**src/tx_ser_pkg.sv**
```systemverilog
// constants for the transmit parallel-to-serial path
package tx_ser_pkg;
  localparam int WORD_BITS            = 8;
  localparam int CLK_NS               = 20;
  // scaled parallel clock period for the higher rate (bench link clock)
  localparam int PCLK_HIGH_NS         = 160;
  localparam int PCLK_HIGH_CYC        = PCLK_HIGH_NS / CLK_NS;
  localparam int SER_RATE_HIGH_KBPS   = 622080;
  localparam int SER_RATE_LOW_KBPS    = 155520;
  localparam int RATE_RATIO           = SER_RATE_HIGH_KBPS / SER_RATE_LOW_KBPS;
  localparam int BIT_CYC_HIGH         = PCLK_HIGH_CYC / WORD_BITS;
  localparam int BIT_CYC_LOW          = BIT_CYC_HIGH * RATE_RATIO;
  localparam int HALF_BITS            = WORD_BITS / 2;
  localparam int CNT_W                = 8;
  localparam logic [2:0] LAST_BIT_IDX = 3'h7;
  localparam logic       DIR_RESET    = 1'b0;
endpackage

```
**src/sonet_tx_parallel_serializer.sv**
```systemverilog
// transmit parallel-word capture, two-entry buffer and msb-first serializer
`timescale 1ns/10ps
module sonet_tx_parallel_serializer #(
  parameter int BUF_W = tx_ser_pkg::WORD_BITS,
  parameter int BUF_D = 2
) (
  input  wire logic             clk,
  input  wire logic             arst_n,
  input  wire logic [BUF_W-1:0] tx_parallel_word_in,
  input  wire logic             tx_clock_direction_select,
  input  wire logic             tx_rate_high,
  input  wire logic             tx_parallel_clock_pin_in,
  output logic                  tx_parallel_clock_pin_out,
  output logic                  tx_parallel_clock_pin_oe_n,
  output logic                  tx_serial_out_pos,
  output logic                  tx_serial_out_neg,
  output logic                  tx_word_ready
);
  localparam int CW = tx_ser_pkg::CNT_W;

  initial begin
    if (BUF_W != tx_ser_pkg::WORD_BITS || BUF_D != 2) begin
      $error("buffer must be one word wide and two entries deep");
    end
  end

  // two-flop synchronisers plus one age stage for pins
  logic [BUF_W-1:0] data_s1_r, data_s2_r, data_s3_r;
  logic [2:0]       pin_r;
  logic [1:0]       dir_sy_r, rate_sy_r;
  logic             dir_r, rate_r;
  always_ff @(posedge clk or negedge arst_n) begin
    if (!arst_n) begin
      data_s1_r <= '0;
      data_s2_r <= '0;
      data_s3_r <= '0;
      pin_r     <= 3'h0;
      dir_sy_r  <= {2{tx_ser_pkg::DIR_RESET}};
      dir_r     <= tx_ser_pkg::DIR_RESET;
      rate_sy_r <= 2'h0;
      rate_r    <= 1'b0;
    end else begin
      data_s1_r <= tx_parallel_word_in;
      data_s2_r <= data_s1_r;
      data_s3_r <= data_s2_r;
      pin_r     <= {pin_r[1:0], tx_parallel_clock_pin_in};
      dir_sy_r  <= {dir_sy_r[0], tx_clock_direction_select};
      dir_r     <= dir_sy_r[1];
      rate_sy_r <= {rate_sy_r[0], tx_rate_high};
      rate_r    <= rate_sy_r[1];
    end
  end

  // configuration change restarts the timing
  logic cfg_chg;
  assign cfg_chg = (dir_r != dir_sy_r[1]) || (rate_r != rate_sy_r[1]);

  logic [CW-1:0] bit_cyc;
  assign bit_cyc = rate_r ? CW'(tx_ser_pkg::BIT_CYC_HIGH)
                          : CW'(tx_ser_pkg::BIT_CYC_LOW);

  // bit-period timer
  logic [CW-1:0] bit_cnt_r;
  logic          bit_tick;
  assign bit_tick = (bit_cnt_r == bit_cyc - CW'(1));
  always_ff @(posedge clk or negedge arst_n) begin
    if (!arst_n) begin
      bit_cnt_r <= '0;
    end else if (cfg_chg || bit_tick) begin
      bit_cnt_r <= '0;
    end else begin
      bit_cnt_r <= bit_cnt_r + CW'(1);
    end
  end

  // own parallel clock: half period is four bit periods
  logic       pclk_out_r;
  logic [2:0] half_cnt_r;
  logic       own_rise;
  assign own_rise = bit_tick && (half_cnt_r == 3'(tx_ser_pkg::HALF_BITS - 1)) && !pclk_out_r;
  always_ff @(posedge clk or negedge arst_n) begin
    if (!arst_n) begin
      pclk_out_r <= 1'b0;
      half_cnt_r <= 3'h0;
    end else if (cfg_chg) begin
      pclk_out_r <= 1'b0;
      half_cnt_r <= 3'h0;
    end else if (bit_tick) begin
      if (half_cnt_r == 3'(tx_ser_pkg::HALF_BITS - 1)) begin
        half_cnt_r <= 3'h0;
        pclk_out_r <= !pclk_out_r;
      end else begin
        half_cnt_r <= half_cnt_r + 3'h1;
      end
    end
  end
  assign tx_parallel_clock_pin_out  = pclk_out_r;
  assign tx_parallel_clock_pin_oe_n = !dir_r;

  // capture on the rising edge of whichever clock times the bus
  logic ext_rise, capture;
  assign ext_rise = pin_r[1] && !pin_r[2];
  assign capture  = dir_r ? own_rise : ext_rise;

  // two-entry word buffer
  logic [BUF_W-1:0] buf_mem [BUF_D];
  logic             wp_r, rp_r;
  logic [1:0]       fill_r;
  logic             push, pop, buf_valid;
  assign tx_word_ready = (fill_r != 2'(BUF_D));
  assign buf_valid     = (fill_r != 2'h0);
  assign push          = capture && tx_word_ready;
  always_ff @(posedge clk or negedge arst_n) begin
    if (!arst_n) begin
      wp_r   <= 1'b0;
      rp_r   <= 1'b0;
      fill_r <= 2'h0;
    end else begin
      if (push) begin
        wp_r <= !wp_r;
      end
      if (pop) begin
        rp_r <= !rp_r;
      end
      fill_r <= fill_r + 2'(push) - 2'(pop);
    end
  end
  always_ff @(posedge clk) begin
    if (push) begin
      buf_mem[wp_r] <= data_s3_r;
    end
  end

  // msb-first shifter
  logic [BUF_W-1:0] sh_r;
  logic [2:0]       left_r;
  logic             ser_r, load;
  logic [BUF_W-1:0] head_word;
  assign head_word = buf_mem[rp_r];
  assign load      = bit_tick && (left_r == 3'h0) && buf_valid;
  assign pop       = load;
  always_ff @(posedge clk or negedge arst_n) begin
    if (!arst_n) begin
      sh_r   <= '0;
      left_r <= 3'h0;
      ser_r  <= 1'b0;
    end else if (load) begin
      ser_r  <= head_word[BUF_W-1];
      sh_r   <= {head_word[BUF_W-2:0], 1'b0};
      left_r <= tx_ser_pkg::LAST_BIT_IDX;
    end else if (bit_tick) begin
      if (left_r != 3'h0) begin
        ser_r  <= sh_r[BUF_W-1];
        sh_r   <= {sh_r[BUF_W-2:0], 1'b0};
        left_r <= left_r - 3'h1;
      end else begin
        ser_r <= 1'b0; // underrun idles low
      end
    end
  end
  assign tx_serial_out_pos = ser_r;
  assign tx_serial_out_neg = !ser_r;

  // checks
  // the checks below watch the timing chain, the buffer and the shifter
  // lsb of the head word, kept as a plain net for the past-value check
  logic head_lsb;
  assign head_lsb = head_word[0];

  // pin direction and the driven parallel clock

  chk_oe_follows_dir: assert property (@(posedge clk) disable iff (!arst_n)
    tx_parallel_clock_pin_oe_n == !dir_r) else $error("clock pin enable wrong");
  chk_pclk_period_hi: assert property (@(posedge clk) disable iff (!arst_n || cfg_chg)
    ($rose(pclk_out_r) && rate_r) |-> ##8 $rose(pclk_out_r))
    else $error("parallel clock period wrong");
  chk_pclk_period_lo: assert property (@(posedge clk) disable iff (!arst_n || cfg_chg)
    ($rose(pclk_out_r) && !rate_r) |-> ##32 $rose(pclk_out_r))
    else $error("low rate parallel clock period wrong");
  chk_pin_released: assert property (@(posedge clk) disable iff (!arst_n)
    !dir_r |-> tx_parallel_clock_pin_oe_n) else $error("clock pin driven in input mode");

  // bit order and bit rate on the serial pair
  chk_msb_first: assert property (@(posedge clk) disable iff (!arst_n)
    load |=> (ser_r == $past(head_word[BUF_W-1]))) else $error("msb not first");
  chk_lsb_last: assert property (@(posedge clk) disable iff (!arst_n || cfg_chg)
    (load && rate_r) |-> ##8 (ser_r == $past(head_lsb, 8))) else $error("lsb not last");
  chk_diff_pair: assert property (@(posedge clk) disable iff (!arst_n)
    tx_serial_out_neg != tx_serial_out_pos) else $error("outputs not complementary");
  chk_low_bit_rate: assert property (@(posedge clk) disable iff (!arst_n || cfg_chg)
    (bit_tick && !rate_r) |=> !bit_tick [*3] ##1 bit_tick) else $error("low bit rate wrong");
  chk_idle_low: assert property (@(posedge clk) disable iff (!arst_n)
    (bit_tick && (left_r == 3'h0) && !buf_valid) |=> !tx_serial_out_pos)
    else $error("underrun not idling low");

  // one word per parallel clock period at the high rate; at the low rate no reload within eight cycles
  chk_one_load_word: assert property (@(posedge clk) disable iff (!arst_n || cfg_chg)
    (load && rate_r) |=> !load [*7]) else $error("word reloaded early");
  chk_one_load_low: assert property (@(posedge clk) disable iff (!arst_n || cfg_chg)
    (load && !rate_r) |=> !load [*8]) else $error("low rate word reloaded early");

  // capture only at a rising edge of the clock that times the bus
  chk_latch_rising: assert property (@(posedge clk) disable iff (!arst_n)
    (push && !dir_r) |=> (pin_r[2] && !$past(pin_r[2]))) else $error("latch off edge");
  chk_latch_own: assert property (@(posedge clk) disable iff (!arst_n || cfg_chg)
    (push && dir_r) |=> $rose(pclk_out_r)) else $error("latch off own clock edge");

  // buffer fill never passes its depth
  chk_no_overrun: assert property (@(posedge clk) disable iff (!arst_n)
    fill_r <= 2'(BUF_D)) else $error("buffer overrun");

  // main scenarios: both rates, both directions, full buffer
  cov_load_high: cover property (@(posedge clk) disable iff (!arst_n) load && rate_r);
  cov_load_low: cover property (@(posedge clk) disable iff (!arst_n) load && !rate_r);
  cov_ext_capture: cover property (@(posedge clk) disable iff (!arst_n) push && !dir_r);
  cov_buf_full: cover property (@(posedge clk) disable iff (!arst_n) !tx_word_ready);
  cov_own_capture: cover property (@(posedge clk) disable iff (!arst_n) push && dir_r);
endmodule

```
**config.mk**
```make
export PLATFORM = sky130hd
export DESIGN_NAME = sonet_tx_parallel_serializer
export DESIGN_NICKNAME = d
export VERILOG_FILES = /design/src/tx_ser_pkg.sv /design/src/sonet_tx_parallel_serializer.sv
export SDC_FILE = /design/constraint.sdc
export NUM_CORES = 1
export LEC_CHECK = 0
export ABC_AREA = 1
export BUFFER_PORTS_ARGS = -buffer_cell sky130_fd_sc_hd__buf_2
export CAP_MARGIN = 20
export CORE_ASPECT_RATIO = 0.8
export CORE_MARGIN = 2
export CORE_UTILIZATION = 35
export CTS_BUF_LIST = sky130_fd_sc_hd__clkbuf_4 sky130_fd_sc_hd__clkbuf_8 sky130_fd_sc_hd__clkbuf_16
export DETAILED_ROUTE_END_ITERATION = 8
export SYNTH_ARGS = -nofsm -noshare
export SYNTH_HDL_FRONTEND = slang
export SYNTH_SLANG_ARGS = --single-unit
```
**constraint.sdc**
```tcl
create_clock -name clk -period 2.6 [get_ports clk]
set_clock_uncertainty 0.1 [all_clocks]
set_input_delay 0.13 -clock clk [delete_from_list [all_inputs] [get_ports clk]]
set_output_delay 0.13 -clock clk [all_outputs]
set_load 0.01 [all_outputs]
```
Word level (Yosys, flattened, before mapping)
Memory sizes are Yosys's and may differ from the RTL's. Cells that the tools add are included.

Flip-flop bits (word level): 61. Latch bits: 0. RAM bits: 16. ROM bits: 0. Input bits: 13. Output and inout port bits: 5. Word-level logic and storage cells: 72. Memories kept: 1.

Memories: buf_mem (words 2, bits a word 8, read ports 1, clocked after memory_dff 0, write ports 1, line sonet_tx_parallel_serializer.sv:106) `logic [BUF_W-1:0] buf_mem [BUF_D];`.

Add/sub/neg operators: 6. Multipliers: 0. Divide/modulo/power cells: 0. Order comparisons: 0. Equal/unequal tests: 5. Shift-type cells: 0. Muxes and demuxes: 20. Bitwise logic cells: 0. Reductions and logical operators: 23.

Operators with widths (number): 8-bit 2-to-1 mux (4); 3-bit 2-to-1 mux (7); 2-bit nonzero test (5); 1-bit 2-to-1 mux (9); 8-bit by 1-bit adder with 8-bit output, second input constant (1); 8-bit equality test (1); 1-bit logical AND (6); 1-bit zero test (6); 2-bit AND reduction (2); 3-bit by 1-bit subtractor with 4-bit output, second input constant (1); 3-bit by 1-bit adder with 3-bit output, second input constant (1); 3-bit by 2-bit equality test with 1-bit output, second input constant (1); 3-bit zero test (1); 3-bit nonzero test (1); 3-bit by 1-bit subtractor with 3-bit output, second input constant (1); 2-bit by 1-bit adder with 2-bit output (1); 1-bit logical OR (2); 1-bit inequality test (2); 2-bit inequality test, second input constant (1); 2-bit by 1-bit subtractor with 2-bit output (1).

Logic depth before layout (Yosys ltp)
Depth after elaboration: 9. Mapped depth: 11.

Worst setup path after synthesis
OpenSTA, ideal clock, no wires.

Path type: register to register. Start point: reg left_r[0]. End point: reg fill_r[0]. Arrival: 1.749 ns. Required time: 2.374 ns. Slack: 0.626 ns. Stages on the path, launching flop included: 11. Path buffers: 0. Period minus slack after synthesis: 1.974 ns. Cell sequence: dfrtp_1 inv_1 ha_1 ha_1 inv_1 nor2_2 nand3_2 inv_1 ha_1 inv_1 ha_1.

Cells in the longest elaborated chain, start to end: 4.

RTL lines: start: declaration (line sonet_tx_parallel_serializer.sv:136) `logic [2:0] left_r;`; start signal: assignment (line sonet_tx_parallel_serializer.sv:150) `left_r <= tx_ser_pkg::LAST_BIT_IDX;`; start signal: assignment (line sonet_tx_parallel_serializer.sv:155) `left_r <= left_r - 3'h1;`; 3-bit zero test (line sonet_tx_parallel_serializer.sv:140) `assign load = bit_tick && (left_r == 3'h0) && buf_valid;`; 1-bit logical AND (2 in series) (line sonet_tx_parallel_serializer.sv:140); named net load (line sonet_tx_parallel_serializer.sv:137) `logic ser_r, load;`; 2-bit by 1-bit subtractor with 2-bit output (line sonet_tx_parallel_serializer.sv:125) `fill_r <= fill_r + 2'(push) - 2'(pop);`; end signal: assignment (line sonet_tx_parallel_serializer.sv:125); end: declaration (line sonet_tx_parallel_serializer.sv:108) `logic [1:0] fill_r;`.

The timed path passes the listed nets, and every way through them passes these cells. A chain may end at the register's enable or synchronous reset.

Final worst setup path
Start point: reg left_r[0]. End point: reg fill_r[1].

Same word-level chain as after synthesis.

==> metrics <==
Die Y-Extent approximately 85 um; Worst Setup End Kind register; CTS sink cnt 76; Final Cycle Share 0.8321; Syn. warnings 0; worst skew pair latency about 340 ps; final worst setup slack roughly 440 ps; Layout area overhead 18.22%; startpoint types register; wire per inst about 11 um; Die W around 110 um; Slew @ Worst Pin 659.1 ps; Synth Flop Type dfrtp_1; Max Cap Viol 0; GRT Util Overall 0.1157; Cell Chain, Critical Path inv_1, ha_1, ha_1, inv_1, nor2_2, nand3_2, inv_1, ha_1, inv_1, ha_1, xnor2_1; Sw Ratio 0.2850; H-Tree Depth 3; sequential area share after synthesis 0.6854; Clock transition at path regs 80 ps; Max Fclk approximately 460 MHz; first-pass GRT wire length between 8000 and 9000 um; remaining antenna violation count 0; row cnt 29; Hold Path Class input pin to asynchronous set/reset pin; Max Slew Vio Count 0; Buf/Inv on CP 4; ys async rst share 0.7895; Max-slew headroom 0.5606; Die Area roughly 9000 um^2; core area 7983 um^2; pwr/cell area 786.2 nW/um^2; CP required around 2800 ps; DRC 0; largest net degree at the start of global routing 30; RSZ-0062 raised after global routing no; initial drt markers between 70 and 80; IO Pins 18; Yosys top cell area share 0.5193; Vias 1,716; Mapped Cells 257; Syn Nets ~280; Synth area leader dfrtp_1; remaining global-route overflow 0; Place WS around 450 ps; FF+latch count, synth 76; Filler Cell Count around 770; synthesized area about 2900 um^2; count of final setup violators 0; sw power 0.7658 mW; port bufs 17; Detailed Routing Iterations Pass 1 4; Critical Path Fanout Max 9; fin nets ~320; Clock Power Share 0.302; layout cells sized above 1 0.1485; leak pwr roughly 1.7 nW; n_diodes 0; Area contributors post-synth dfrtp_1 52%, edfxtp_1 17%, nand2_1 6.9%, inv_1 5.8%, nand3_1 2.9%; Initial Util 0.3622; run status finished clean; fin crit period approximately 2200 ps; slowest stage delay, CP 390 ps; Longest Clk Path Bufs 2; Final Hold Viols 0; Worst Path Arrival 2330 ps; number of flops mapped to enable cells by yosys 16; Seq pwr share 0.545; setup TNS 0 ps; Slowest cell on crit path dfrtp_1; Num CTS Buffers 9; clk root buf clkbuf_8; Worst Setup Path Type register to register; vias per cell 4.175; CP delay by family, top adder cells; Syn Area/Cell around 11 um^2; total routed wirelength 4411 um; initial antenna violation count 0; DP Wirelength between 2000 and 3000 um; Netlist cell types 30; combinational fraction of design power 0.153; most common library cell in the layout ignoring fill and taps dfrtp_1; internal power ~1.9 mW; flop2flop setup slack between 400 and 500 ps; vias in the first global route 1,704; Max IR drop VDD around 510 uV; CTS tree done; global placer's final weighted congestion 0.7553; most frequent cells in the layout 60 x dfrtp_1, 53 x nand2_1, 45 x inv_1
[final timing paths]
check	start	to	cells past startpoint
setup / recovery	left_r[0]$_DFFE_PN0P_	fill_r[1]$_DFF_PN0_	11
hold / removal	arst_n	bit_cnt_r[5]$_DFF_PN0_	2
setup reg to reg	left_r[0]$_DFFE_PN0P_	fill_r[1]$_DFF_PN0_	11
hold reg to reg	data_s2_r[2]$_DFF_PN0_	data_s3_r[2]$_DFF_PN0_	0
max in group asynchronous	arst_n	data_s3_r[2]$_DFF_PN0_	3
min in group clk	data_s2_r[2]$_DFF_PN0_	data_s3_r[2]$_DFF_PN0_	0
[routing by layer]
| metal | track usage | vias to the layer above | part of all wire |
|---|---|---|---|
| li1 | - | 897 | - |
| met1 | 0.1672 | 781 | 0.54 |
| met2 | 0.1595 | 30 | 0.40 |
| met3 | 0.04378 | 8 | 0.043 |
| met4 | 0.03947 | 0 | 0.015 |
| met5 | 0 | - | 0 |
[kinds of logic (layout without fill, tap and decap cells)]
group / count (synthesis) / count (layout) / share of synthesized area
buf+inv: 47 / 93 / 0.06361
fa+ha+maj: 6 / 6 / 0.02596
mux: 3 / 3 / 0.01082
compound gates: 12 / 12 / 0.02207
flops: 76 / 76 / 0.6854
simple gates: 107 / 107 / 0.1740
xor+xnor: 6 / 6 / 0.01817
[cell usage after synthesis, drive strengths merged, types with 2 or more instances]
cell type,number
nand2,56
nand4,7
nor2,20
ha,6
xor2,2
nand3,18
dfrtp,60
mux2i,2
o21ai,9
inv,45
xnor2,4
nor3,2
edfxtp,16
[cell type report]
cell class                      count  area (um^2)  area share
Sequential cell                    76         1982      0.5798
Clock inverter                      5        33.78    0.009883
Clock buffer                       11        145.1     0.04246
Multi-Input combinational cell    134        725.7      0.2123
Timing Repair Buffer               32        227.7     0.06662
Inverter                           45        168.9     0.04941
Tap cell                          108        135.1     0.03953
[power by group through the flow]
stage / sequential, mW / clock (mW) / combinational (mW)
floorplan: 1.45 / 0 / 0.310
global placement: 1.48 / 0 / 0.395
detailed placement: 1.49 / 0 / 0.404
CTS: 1.47 / 0.842 / 0.418
global route: 1.49 / 0.901 / 0.492
finish: 1.46 / 0.811 / 0.411
[stage by stage]
stage | hold WS, ps | util | cell area [um^2] | total power, mW | std cells
finish | 246.8 | 0.4282 | 3418 | 2.687 | 411
detailed placement | 92.94 | 0.3908 | 3119 | 1.893 | 383
CTS | 251.1 | 0.4282 | 3418 | 2.726 | 411
floorplan | -265.6 | - | 2892 | 1.762 | 257
global route | 253.7 | 0.4282 | 3418 | 2.887 | 411
global placement | 89.14 | 0.3908 | 3119 | 1.880 | 383
[sequential cells by signal, indices dropped and copies added, names as in the netlist]
signal and count:
data_s2_r 8, data_s1_r 8, dir_sy_r 2, tx_serial_out_pos 1
rate_sy_r 2, dir_r 1, half_cnt_r 3, wp_r 1
data_s3_r 8, fill_r 2, pin_r 3, sh_r 7
left_r 3, rp_r 1, tx_parallel_clock_pin_out 1, rate_r 1
buf_mem 16, bit_cnt_r 8
[what timing repair did]
action,in CTS,in global routing
hold buffers,12,0
hold endpoints to repair,38,0
buffers inserted,0,0
gates resized for setup,0,0
Power figures use the tool's default switching activity.
